===== src/wwd_pkg.sv =====
// constants shared by the window watchdog files
package wwd_pkg;
	// ************************************************
	// clock rate
	// ************************************************
	localparam int unsigned CLK_HZ = 20000000;
	// ************************************************
	// window bounds in time-base clocks
	// ************************************************
	localparam logic [7:0] LO_OK = 8'h4f; // 79 when ok
	localparam logic [7:0] LO_NOK = 8'h50; // 80 when not ok
	localparam logic [7:0] HI_NOK = 8'ha9; // 169 when not ok
	localparam logic [7:0] HI_OK = 8'haa; // 170 when ok
	localparam logic [7:0] DROP_CNT = 8'hfa; // 250 dropout
	localparam logic [7:0] ONE_CNT = 8'h01;
	localparam logic [7:0] ZERO_CNT = 8'h00;
	// ************************************************
	// up/down counter range
	// ************************************************
	localparam logic [1:0] UD_MIN = 2'h0;
	localparam logic [1:0] UD_MAX = 2'h3;
	localparam logic [1:0] UD_STEP = 2'h1;
	// ************************************************
	// supply debounce and reset delay
	// ************************************************
	localparam int unsigned DEBOUNCE_US = 10;
	localparam int unsigned DEBOUNCE_CYC = (DEBOUNCE_US * CLK_HZ + 999999)
		/ 1000000;
	localparam int unsigned RST_DELAY_US = 1000;
	// scale the clock first so the product stays inside 32 bits
	localparam int unsigned RST_DELAY_CYC = RST_DELAY_US
		* (CLK_HZ / 1000000);
	localparam int unsigned CW = 16; // width of delay counters
	// ************************************************
	// supervisor states
	// ************************************************
	typedef enum logic [2:0] {
		SUP_IDLE = 3'h1,
		SUP_DEB = 3'h2,
		SUP_DLY = 3'h4
	} wwd_sup_t;
endpackage


===== src/wwd_supply.sv =====
// supply fault debounce and retriggerable reset delay
`timescale 1ns/1ns
module wwd_supply
	import wwd_pkg::*;
#(
	parameter int unsigned DELAY_CYC = RST_DELAY_CYC
) (
	// clock and reset
	input wire logic clk_i,
	input wire logic sys_rst_i,
	// over/undervoltage level, high while out of range
	input wire logic volt_fault_i,
	// reset outputs
	output logic rst_active_o,
	output logic rst_active_n_o
);
	localparam logic [CW-1:0] DEB_MAX = CW'(DEBOUNCE_CYC - 1);
	localparam logic [CW-1:0] DLY_MAX = CW'(DELAY_CYC - 1);
	localparam logic [CW-1:0] CNT_ZERO = '0;
	localparam logic [CW-1:0] CNT_ONE = CW'(1);

	wwd_sup_t state_r;
	logic [CW-1:0] deb_r;
	logic [CW-1:0] dly_r;
	logic deb_ok;
	// debounce counter reaches full time while fault still present
	assign deb_ok = volt_fault_i && (deb_r == DEB_MAX);

	// debounce counter, restarts whenever the fault level drops
	always_ff @(posedge clk_i or posedge sys_rst_i) begin
		if (sys_rst_i) begin
			deb_r <= CNT_ZERO;
		end else if (!volt_fault_i || deb_ok) begin
			deb_r <= CNT_ZERO;
		end else begin
			deb_r <= deb_r + CNT_ONE;
		end
	end

	// state and delay counter
	always_ff @(posedge clk_i or posedge sys_rst_i) begin
		if (sys_rst_i) begin
			state_r <= SUP_DLY;
			dly_r <= CNT_ZERO;
		end else begin
			unique case (state_r)
				SUP_IDLE: begin
					// late confirmation still starts delay
					if (deb_ok) begin
						state_r <= SUP_DLY;
						dly_r <= CNT_ZERO;
					end else if (volt_fault_i) begin
						state_r <= SUP_DEB;
					end
				end
				SUP_DEB: begin
					if (!volt_fault_i) begin
						state_r <= SUP_IDLE;
					end else if (deb_ok) begin
						state_r <= SUP_DLY;
						dly_r <= CNT_ZERO;
					end
				end
				SUP_DLY: begin
					if (deb_ok) begin
						dly_r <= CNT_ZERO;
					end else if (dly_r == DLY_MAX) begin
						state_r <= SUP_IDLE;
					end else begin
						dly_r <= dly_r + CNT_ONE;
					end
				end
				default: state_r <= SUP_DLY;
			endcase
		end
	end

	// registered reset outputs, held through debounce-confirmed delay
	always_ff @(posedge clk_i or posedge sys_rst_i) begin
		if (sys_rst_i) begin
			rst_active_o <= 1'b1;
			rst_active_n_o <= 1'b0;
		end else begin
			rst_active_o <= (state_r == SUP_DLY) || deb_ok;
			rst_active_n_o <= !((state_r == SUP_DLY) || deb_ok);
		end
	end

	short_pulse_a: assert property (@(posedge clk_i)
		disable iff (sys_rst_i)
		(state_r == SUP_IDLE) ##1 (state_r == SUP_DEB) && !volt_fault_i
		|=> !rst_active_o)
		else $error("short supply pulse raised reset");
	delay_retrig_a: assert property (@(posedge clk_i)
		disable iff (sys_rst_i)
		(state_r == SUP_DLY) && deb_ok |=> (dly_r == CNT_ZERO) &&
		(state_r == SUP_DLY))
		else $error("reset delay not retriggered");
endmodule


===== src/wwd_top.sv =====
// window watchdog with up/down judge counter and hysteresis
//
// What this block does
// - trigger edge clears period, clocks up/down counter
// - up/down counter saturates between zero and three
// - good trigger counts up, bad counts down
// - count three sets ok flag, releases enable
// - count down to zero clears ok flag
// - 250 clocks without edge clears counter
// - missing trigger also clears ok flag
// - ok flag shifts window bounds by one
// - supply reset clears watchdog to initial state
// - power-up starts at zero with fault
// - period inside window good, else bad
// - below 79 or 80 clocks too fast
// - above 169 or 170 clocks too slow
// - short supply pulse ignored, long starts delay
// - pulse during delay starts second delay
`timescale 1ns/1ns
module wwd_top
	import wwd_pkg::*;
#(
	parameter int unsigned RST_DELAY = RST_DELAY_CYC
) (
	// clock and reset
	input wire logic clk_i,
	input wire logic sys_rst_i,
	// time base and trigger
	input wire logic rc_timebase_input_i,
	input wire logic trigger_input_i,
	// supply monitor level
	input wire logic volt_fault_i,
	// watchdog status
	output logic window_ok_flag_o,
	output logic wd_fault_o,
	output logic [1:0] judge_count_o,
	// open-collector enable: value and drive enable
	output logic ok_enable_output_o,
	output logic ok_enable_output_oe_o,
	// supply resets
	output logic pos_reset_o,
	output logic neg_reset_n_o
);
	// ************************************************
	// supply supervisor
	// ************************************************
	logic sup_rst;
	logic sup_rst_n;
	wwd_supply #(
		.DELAY_CYC(RST_DELAY)
	) u_supply (
		.clk_i(clk_i),
		.sys_rst_i(sys_rst_i),
		.volt_fault_i(volt_fault_i),
		.rst_active_o(sup_rst),
		.rst_active_n_o(sup_rst_n)
	);

	// ************************************************
	// time-base tick and trigger sampling
	// ************************************************
	logic rc_prev_r;
	logic tick;
	logic trig_s1_r;
	logic trig_s2_r;
	logic trig_prev_r;
	logic trig_edge;

	// rising edge of rc clock gives one-cycle tick
	assign tick = rc_timebase_input_i && !rc_prev_r;

	always_ff @(posedge clk_i or posedge sys_rst_i) begin
		if (sys_rst_i) begin
			rc_prev_r <= 1'b0;
		end else begin
			rc_prev_r <= rc_timebase_input_i;
		end
	end

	always_ff @(posedge clk_i or posedge sys_rst_i) begin
		if (sys_rst_i) begin
			trig_s1_r <= 1'b0;
			trig_s2_r <= 1'b0;
			trig_prev_r <= 1'b0;
		end else if (tick) begin
			trig_s1_r <= trigger_input_i;
			trig_s2_r <= trig_s1_r;
			trig_prev_r <= trig_s2_r;
		end
	end

	assign trig_edge = tick && trig_s2_r && !trig_prev_r;

	// ************************************************
	// period judge
	// ************************************************
	logic [7:0] period_r;
	logic [1:0] ud_r;
	logic ok_r;
	logic [7:0] lo_bound;
	logic [7:0] hi_bound;
	logic [7:0] period_now;
	logic good;
	logic missing;

	assign lo_bound = ok_r ? LO_OK : LO_NOK;
	assign hi_bound = ok_r ? HI_OK : HI_NOK;
	assign period_now = period_r + ONE_CNT;
	assign good = (period_now >= lo_bound) && (period_now <= hi_bound);
	assign missing = (period_r == DROP_CNT);

	always_ff @(posedge clk_i or posedge sys_rst_i) begin
		if (sys_rst_i) begin
			period_r <= ZERO_CNT;
		end else if (sup_rst) begin
			period_r <= ZERO_CNT; // supply reset restarts
		end else if (trig_edge) begin
			period_r <= ZERO_CNT;
		end else if (tick && !missing) begin
			period_r <= period_r + ONE_CNT;
		end
	end

	// edge clocks up/down counter, saturating step
	always_ff @(posedge clk_i or posedge sys_rst_i) begin
		if (sys_rst_i) begin
			ud_r <= UD_MIN; // start at zero
		end else if (sup_rst || missing) begin
			ud_r <= UD_MIN; // cleared directly
		end else if (trig_edge) begin
			if (good && ud_r != UD_MAX) begin
				ud_r <= ud_r + UD_STEP;
			end else if (!good && ud_r != UD_MIN) begin
				ud_r <= ud_r - UD_STEP;
			end
		end
	end

	// ok flip-flop set at three, cleared at zero
	always_ff @(posedge clk_i or posedge sys_rst_i) begin
		if (sys_rst_i) begin
			ok_r <= 1'b0;
		end else if (sup_rst || missing) begin
			ok_r <= 1'b0;
		end else if (ud_r == UD_MAX) begin
			ok_r <= 1'b1;
		end else if (ud_r == UD_MIN) begin
			ok_r <= 1'b0;
		end
	end

	// ************************************************
	// registered outputs
	// ************************************************
	always_ff @(posedge clk_i or posedge sys_rst_i) begin
		if (sys_rst_i) begin
			window_ok_flag_o <= 1'b0;
			wd_fault_o <= 1'b1; // fault shown at power-up
			judge_count_o <= UD_MIN;
			ok_enable_output_o <= 1'b0;
			ok_enable_output_oe_o <= 1'b1;
			pos_reset_o <= 1'b1;
			neg_reset_n_o <= 1'b0;
		end else begin
			window_ok_flag_o <= ok_r;
			wd_fault_o <= !ok_r;
			judge_count_o <= ud_r;
			ok_enable_output_o <= 1'b0; // pin only ever pulled low
			ok_enable_output_oe_o <= !ok_r;
			pos_reset_o <= sup_rst;
			neg_reset_n_o <= sup_rst_n;
		end
	end

	// ************************************************
	// checks
	// ************************************************
	// counter range
	ud_range_a: assert property (@(posedge clk_i)
		disable iff (sys_rst_i)
		trig_edge && (ud_r == UD_MAX) && good && !sup_rst && !missing
		|=> ud_r == UD_MAX)
		else $error("up/down counter passed three");
	good_step_a: assert property (@(posedge clk_i)
		disable iff (sys_rst_i)
		trig_edge && good && (ud_r != UD_MAX) && !sup_rst && !missing
		|=> ud_r == $past(ud_r) + UD_STEP)
		else $error("good trigger did not count up");
	bad_step_a: assert property (@(posedge clk_i)
		disable iff (sys_rst_i)
		trig_edge && !good && (ud_r != UD_MIN) && !sup_rst && !missing
		|=> ud_r == $past(ud_r) - UD_STEP)
		else $error("bad trigger did not count down");
	ok_set_a: assert property (@(posedge clk_i)
		disable iff (sys_rst_i)
		(ud_r == UD_MAX) && !sup_rst && !missing
		|=> ok_r ##1 !ok_enable_output_oe_o)
		else $error("count three did not release enable");
	ok_clear_a: assert property (@(posedge clk_i)
		disable iff (sys_rst_i)
		(ud_r == UD_MIN) |=> !ok_r ##1 ok_enable_output_oe_o)
		else $error("count zero left ok set");
	drop_clear_a: assert property (@(posedge clk_i)
		disable iff (sys_rst_i)
		missing |=> (ud_r == UD_MIN) && !ok_r)
		else $error("dropout did not clear watchdog");
	window_shift_a: assert property (@(posedge clk_i)
		disable iff (sys_rst_i)
		trig_edge && ok_r && (period_now == LO_OK) && !sup_rst
		&& (ud_r == UD_MAX) |=> ud_r == UD_MAX)
		else $error("ok window not widened");
	too_fast_a: assert property (@(posedge clk_i)
		disable iff (sys_rst_i)
		trig_edge && (period_now < LO_OK) && !sup_rst
		|=> ud_r == (($past(ud_r) == UD_MIN) ? UD_MIN
		: $past(ud_r) - UD_STEP))
		else $error("too fast trigger not counted down");
	too_slow_a: assert property (@(posedge clk_i)
		disable iff (sys_rst_i)
		trig_edge && (period_now > HI_OK) && !sup_rst && !missing
		|=> ud_r == (($past(ud_r) == UD_MIN) ? UD_MIN
		: $past(ud_r) - UD_STEP))
		else $error("too slow trigger not counted down");
	period_clr_a: assert property (@(posedge clk_i)
		disable iff (sys_rst_i)
		trig_edge |=> period_r == ZERO_CNT)
		else $error("edge did not restart period");
endmodule


===== config.mk =====
export PLATFORM = sky130hd
export DESIGN_NAME = wwd_top
export DESIGN_NICKNAME = d
export VERILOG_FILES = /design/src/wwd_pkg.sv /design/src/wwd_supply.sv /design/src/wwd_top.sv
export SDC_FILE = /design/constraint.sdc
export NUM_CORES = 1
export LEC_CHECK = 0
export BUFFER_PORTS_ARGS = -buffer_cell sky130_fd_sc_hd__buf_2
export CORE_MARGIN = 8
export CORE_UTILIZATION = 25
export CTS_CLUSTER_SIZE = 14
export DETAILED_ROUTE_END_ITERATION = 12
export GPL_ROUTABILITY_DRIVEN = 1
export PLACE_DENSITY = 0.36
export SKIP_CTS_REPAIR_TIMING = 1
export SLEW_MARGIN = 40
export SYNTH_ARGS = -nofsm -noshare
export SYNTH_HDL_FRONTEND = slang
export SYNTH_SLANG_ARGS = --single-unit

===== constraint.sdc =====
create_clock -name clk_i -period 5.7 [get_ports clk_i]
set_input_delay 0 -clock clk_i [delete_from_list [all_inputs] [get_ports clk_i]]
set_output_delay 0 -clock clk_i [all_outputs]
set_load 0.03 [all_outputs]

After elaboration in Yosys (flattened, before gate mapping)
Index checks and enable logic that the tools add are counted.
{"block": "word_totals", "inputBits": 5, "output_inout_bits": 8, "register_bits": 58, "elab_cells": 91}
{"block": "classes", "n_mux": 25, "n_addsub": 5, "n_lt_le_gt_ge": 2, "n_eq_ne": 14, "reduce_logical": 28}
{"cell": "16-bit 2-to-1 mux", "count": 5}
{"cell": "16-bit one-hot mux with 3 select lines", "count": 1}
{"cell": "16-bit by 1-bit adder with 16-bit output (second input constant)", "count": 2}
{"cell": "8-bit 2-to-1 mux", "count": 3}
{"cell": "3-bit 2-to-1 mux", "count": 6}
{"cell": "16-bit by 15-bit equality test with 1-bit output (second input constant)", "count": 1}
{"cell": "16-bit by 8-bit equality test with 1-bit output (second input constant)", "count": 1}
{"cell": "3-bit nonzero test", "count": 4}
{"cell": "2-bit 2-to-1 mux", "count": 5}
{"cell": "3-bit by 2-bit != test with 1-bit output (second input constant)", "count": 3}
{"cell": "3-bit one-hot mux with 3 select lines", "count": 1}
{"cell": "8-bit by 1-bit adder with 8-bit output (second input constant)", "count": 1}
{"cell": "8-bit equality test (second input constant)", "count": 1}
{"cell": "8-bit by 7-bit >= comparator with 1-bit output", "count": 1}
{"cell": "8-bit <= comparator", "count": 1}
{"cell": "1-bit logical AND", "count": 8}
{"cell": "1-bit logical NOT", "count": 7}
{"cell": "2-bit != test (second input constant)", "count": 3}
{"cell": "5-bit 2-to-1 mux", "count": 1}
{"cell": "4-bit AND reduction", "count": 1}
{"cell": "2-bit nonzero test", "count": 2}
{"cell": "3-bit by 1-bit equality test with 1-bit output (second input constant)", "count": 1}
{"cell": "3-bit by 2-bit equality test with 1-bit output (second input constant)", "count": 1}
{"cell": "3-bit equality test (second input constant)", "count": 1}
{"cell": "other kinds (9)", "count": 13}

Depth between registers and ports, before layout
{"block": "depth", "word_depth": 9, "mapped_depth": 10, "ltp_nobuf": 10}

Cells and area by module
A second synthesis with hierarchy kept.
{"block": "hier_totals", "cells_unflattened": 326, "area_unflattened_um2": 3266.9}
{"module": "wwd_supply", "seq_area_each_um2": 928.4, "instances": 1, "area_each_um2": 1950.6, "cells_each": 201}
{"module": "wwd_top", "seq_area_each_um2": 528.0, "instances": 1, "area_each_um2": 1316.3, "cells_each": 125}

Worst setup path after synthesis
No wires, ideal clock.
{"block": "synth_timing", "path_type": "reg-to-reg", "from": "register u_supply.deb_r[0]", "to": "register u_supply.dly_r[11]", "setup_time_ns": 0.078, "period_less_slack_ns": 2.411, "arrival_time_ns": 2.333, "stages_incl_launch_ff": 8, "path_slack_ns": 3.289, "required_time_ns": 5.622, "path_cell_list": "dfrtp_1 -> ha_1 -> or4b_1 -> nor3_2 -> nand4_2 -> a2111oi_1 -> or3b_1 -> a21oi_1"}
{"block": "synth_via", "elab_chain_len": 5, "word_cells_on_any_way": 8, "classes_between": "2 x eq/ne; 4 x mux; 2 x reduce/logical"}
{"element": "start, declared", "line_no": "wwd_supply.sv:23", "source": "logic [CW-1:0] deb_r;"}
{"element": "start signal, assigned", "line_no": "wwd_supply.sv:36", "source": "deb_r <= deb_r + CNT_ONE;"}
{"element": "16-bit by 8-bit equality test with 1-bit output (*)", "line_no": "wwd_supply.sv:27", "source": "assign deb_ok = volt_fault_i && (deb_r == DEB_MAX);"}
{"element": "1-bit logical AND (*)", "line_no": "wwd_supply.sv:27"}
{"element": "16-bit 2-to-1 mux (2 in a row)"}
{"element": "16-bit one-hot mux with 3 select lines", "line_no": "wwd_supply.sv:46", "source": "unique case (state_r)"}
{"element": "end signal, assigned", "line_no": "wwd_supply.sv:70", "source": "dly_r <= dly_r + CNT_ONE;"}
{"element": "end, declared", "line_no": "wwd_supply.sv:24", "source": "logic [CW-1:0] dly_r;"}
Every way passes the cells marked *; elsewhere a longest branch is shown, timed or not. The select of a mux whose other input is x is not followed.
A chain may end at the register's enable or synchronous reset.

Worst setup path after layout
{"block": "layout_timing", "from": "register u_supply.dly_r[12]", "to": "register u_supply.dly_r[13]"}
{"block": "layout_via", "elab_chain_len": 4, "word_cells_on_any_way": 7, "classes_between": "1 x add/sub; 2 x eq/ne; 3 x mux; 1 x reduce/logical"}
{"element": "16-bit by 1-bit adder with 16-bit output", "line_no": "wwd_supply.sv:70"}
{"element": "16-bit 2-to-1 mux", "line_no": "wwd_supply.sv:67", "source": "end else if (dly_r == DLY_MAX) begin"}
{"element": "16-bit 2-to-1 mux", "line_no": "wwd_supply.sv:65", "source": "if (deb_ok) begin"}
{"element": "16-bit one-hot mux with 3 select lines", "line_no": "wwd_supply.sv:46"}
Parallel ways exist; a longest one is shown, timed or not. The select of a mux whose other input is x is not followed.

==> results.ini <==
[outcome]
status=finished clean

[sta]
max_freq_ghz=0.344
drv_slew=0
period_needed_ns=2.91
setup_viol=0
setup-tns-final_ns=0
skew_ns=0.00432
tightestPinTransition_ns=0.611
rsz0062_at_grt=false
hold_violations=0
period_share_pct=51.0
max_slew_margin_pct=58.2

[synth]
synthMuxAreaShare_pct=1.43
synthesis.nets=339
ys_ff_latch=58
synthArstFlopShare_pct=100
ys_top_cells_by_area=dfrtp_1, nor2_1, xnor2_1
syn_avg_cell_area_um2=9.69
yosys.area_share.simple_pct=24.1
ys_warn_count=0
synth-seq-area-share_pct=46.4
synth_top_area_share_pct=43.0
synth_edf_count=0
synth_top_cell_by_area=dfrtp_1
synthXorXnorAreaFrac_pct=9.21
synth_cells=324
synth_fa_ha_area_share_pct=3.99
ys.flop_type=dfrtp_1
synth_compound_gate_area_share_pct=10.7
ys_types=53
synthesis.area_um2=3140
synth_top_family_by_area=simple AND/OR/NAND/NOR gates

[grt]
grt_pass1_vias=2397
antenna_found_initial=0
grt-busiest-layer=met2
grt_first_pass_wirelength_um=11900
grt_util_met1_pct=11.8
use_met2_pct=13.7
grt_max_degree=59
track_usage_pct=9.22
use_met3_pct=2.45
gr-total-overflow=0

[floorplan]
fp.dieH_um=128
die_w_um=128
initial_core_util_pct=25.2
rows=41
dieArea_um2=16400
io_pins=13
core_area_um2=12500

[run]
maxCapViolCount=0

[placement]
placed_cell_area_um2=3330
routabilityCongestion=0.744
hpwl_um=4610
io_buffers=11
place_inst=491

[power_and_ir_drop]
powerDensity_nw_per_um2=361
fin_total_pwr_mw=1.32
p_leak_nw=1.48
ir_worst_vdd_uv=107

[cts]
cts_tree=yes
clk_pin_slew_ns=0.05
clk_path_buf_depth=2
worstSkewPairLatency_ns=0.32
numCtsBuffers=9
cts.sinks=58
cts-htree-levels=3
root_buffer=clkbuf_16

[routing]
ant_nets=0
drt-initial-drc-count=113
avgRoutedWirePerCell_um=13.4
firstDrtPassIters=4
routed_wl_um=6860
drc=0
num_vias=2350
viasPerCell=4.60

[worst_setup_path]
cp_max_fo=19
cp-start-kind=flop
critPathTopFamily=compound AO/OA/AOI/OAI gates
worstPathArrival_ns=3.11
crit_path_max_incr_delay_ns=0.53
critPathSlowestCell=or4b_1
cp.required_ns=5.90
worst_setup_path_end_kind=flop
crit_buf_inv=0
crit_chain=or4b_1, or3_1, o31ai_4, a21o_1, nor4_1, a221o_1
crit_type=flop to flop

[finish]
antenna_cells=0
area_growth_syn_to_layout_pct=16.0
design_area_um2=3640
nNetsFinal=349
drive_above_1_share_pct=13.3
final_cell_count_no_fill=511
n_fill_cell=1307

[hold_path]
hold_path_class=input pin to flop

## cells in the final DEF (no fill, tap or decap), types with 5 or more instances in the layout
master      n
dfrtp_1    54
nand2_1    22
xnor2_1    17
inv_1      10
clkbuf_16   9
and3_1      5
a21oi_1    10
nor2_1     42
buf_2      11
xor2_1     16
or3_1       5
or4_1       5
nand4_1    11
o21ai_0     6
ha_1       10
nand3_1    18
## metal layers
metal / share of wire, % / vias up
li1: - / 1168
met1: 51 / 1138
met2: 45 / 37
met3: 3.3 / 7
met4: 1.5 / 0
met5: 0 / -
## worst reg2reg max path: cells and delay by family, from the launching register on
family	cells	cell delay [ns]
compound gates	3	1.33
simple gates	3	1.03
flops	1	0.43
## flip-flops by register name (all words and copies together) (netlist names), 2 cells and up
name              flops
ud_r                  2
u_supply.dly_r       16
period_r              8
u_supply.deb_r       16
u_supply.state_r      3
judge_count_o         2
## cells by family (layout without fill, tap and decap cells)
kind of cell / after synthesis / after routing
XOR/XNOR: 33 / 33
multiplexers: 4 / 4
buffers and inverters: 28 / 43
adder cells (fa/ha/maj): 10 / 10
other: 1 / 1
flip-flops: 58 / 58
AND/OR/NAND/NOR: 143 / 143
AO/OA/AOI/OAI: 47 / 47
## where the power goes
part | internal (mW) | total [mW] | switching, mW | leakage (nW)
sequential | 0.481 | 0.545 | 0.0633 | 0.740
combinational | 0.100 | 0.289 | 0.189 | 0.604
clock | 0.303 | 0.483 | 0.180 | 0.133
## cell type report
| type | instances | area (um2) | area share (%) |
|---|---|---|---|
| multi-input combinational | 238 | 1560 | 42.8 |
| sequential | 58 | 1460 | 40.0 |
| timing repair buffer | 16 | 106 | 2.92 |
| tap | 172 | 215 | 5.91 |
| inverter | 11 | 41.3 | 1.13 |
| clock buffer | 13 | 250 | 6.87 |
| clock inverter | 3 | 15.0 | 0.412 |
## synthesized netlist by cell type, drive strengths merged, types with 2 or more instances
cell	instances
dfrtp	54
nor2	43
nand2	22
nand3	19
xnor2	17
xor2	16
clkbuf	13
nand4	12
inv	11
a21oi	10
ha	10
o21ai	10
and3	7
nor3	5
o31ai	5
or3	5
or4	5
a2111oi	4
buf	4
dfstp	4
mux2	4
or2	4
a211oi	3
nand2b	3
nand3b	3
nor2b	3
o211ai	3
o41ai	3
a21o	2
a221oi	2
nor4	2
or3b	2
or4b	2
## stage by stage
| stage | hold WS (ns) | util, % | worst slack, ns |
|---|---|---|---|
| final | 0.324 | 29.2 | 2.79 |
| after global routing | 0.321 | 29.2 | 2.64 |
| after CTS | -0.225 | 28.9 | 2.79 |
| after detailed placement | 0.126 | 26.7 | 2.81 |
| after global placement | 0.119 | 26.7 | 2.87 |
| after floorplan | 0.0314 | - | 3.29 |
## worst paths after layout
path | start | cells past startpoint | slack [ns] | end
worst max-delay path | u_supply.dly_r[12] | 6 | 2.79 | u_supply.dly_r[13]
worst min register to register | u_supply.rst_active_n_o | 0 | 0.35 | neg_reset_n_o
min in group asynchronous | sys_rst_i | 4 | 0.35 | period_r[5]
max in group asynchronous | sys_rst_i | 4 | 4.95 | u_supply.state_r[2]
worst min-delay path | rc_timebase_input_i | 2 | 0.32 | rc_prev_r
worst max register to register | u_supply.dly_r[12] | 6 | 2.79 | u_supply.dly_r[13]
Power figures use the tool's default switching activity.
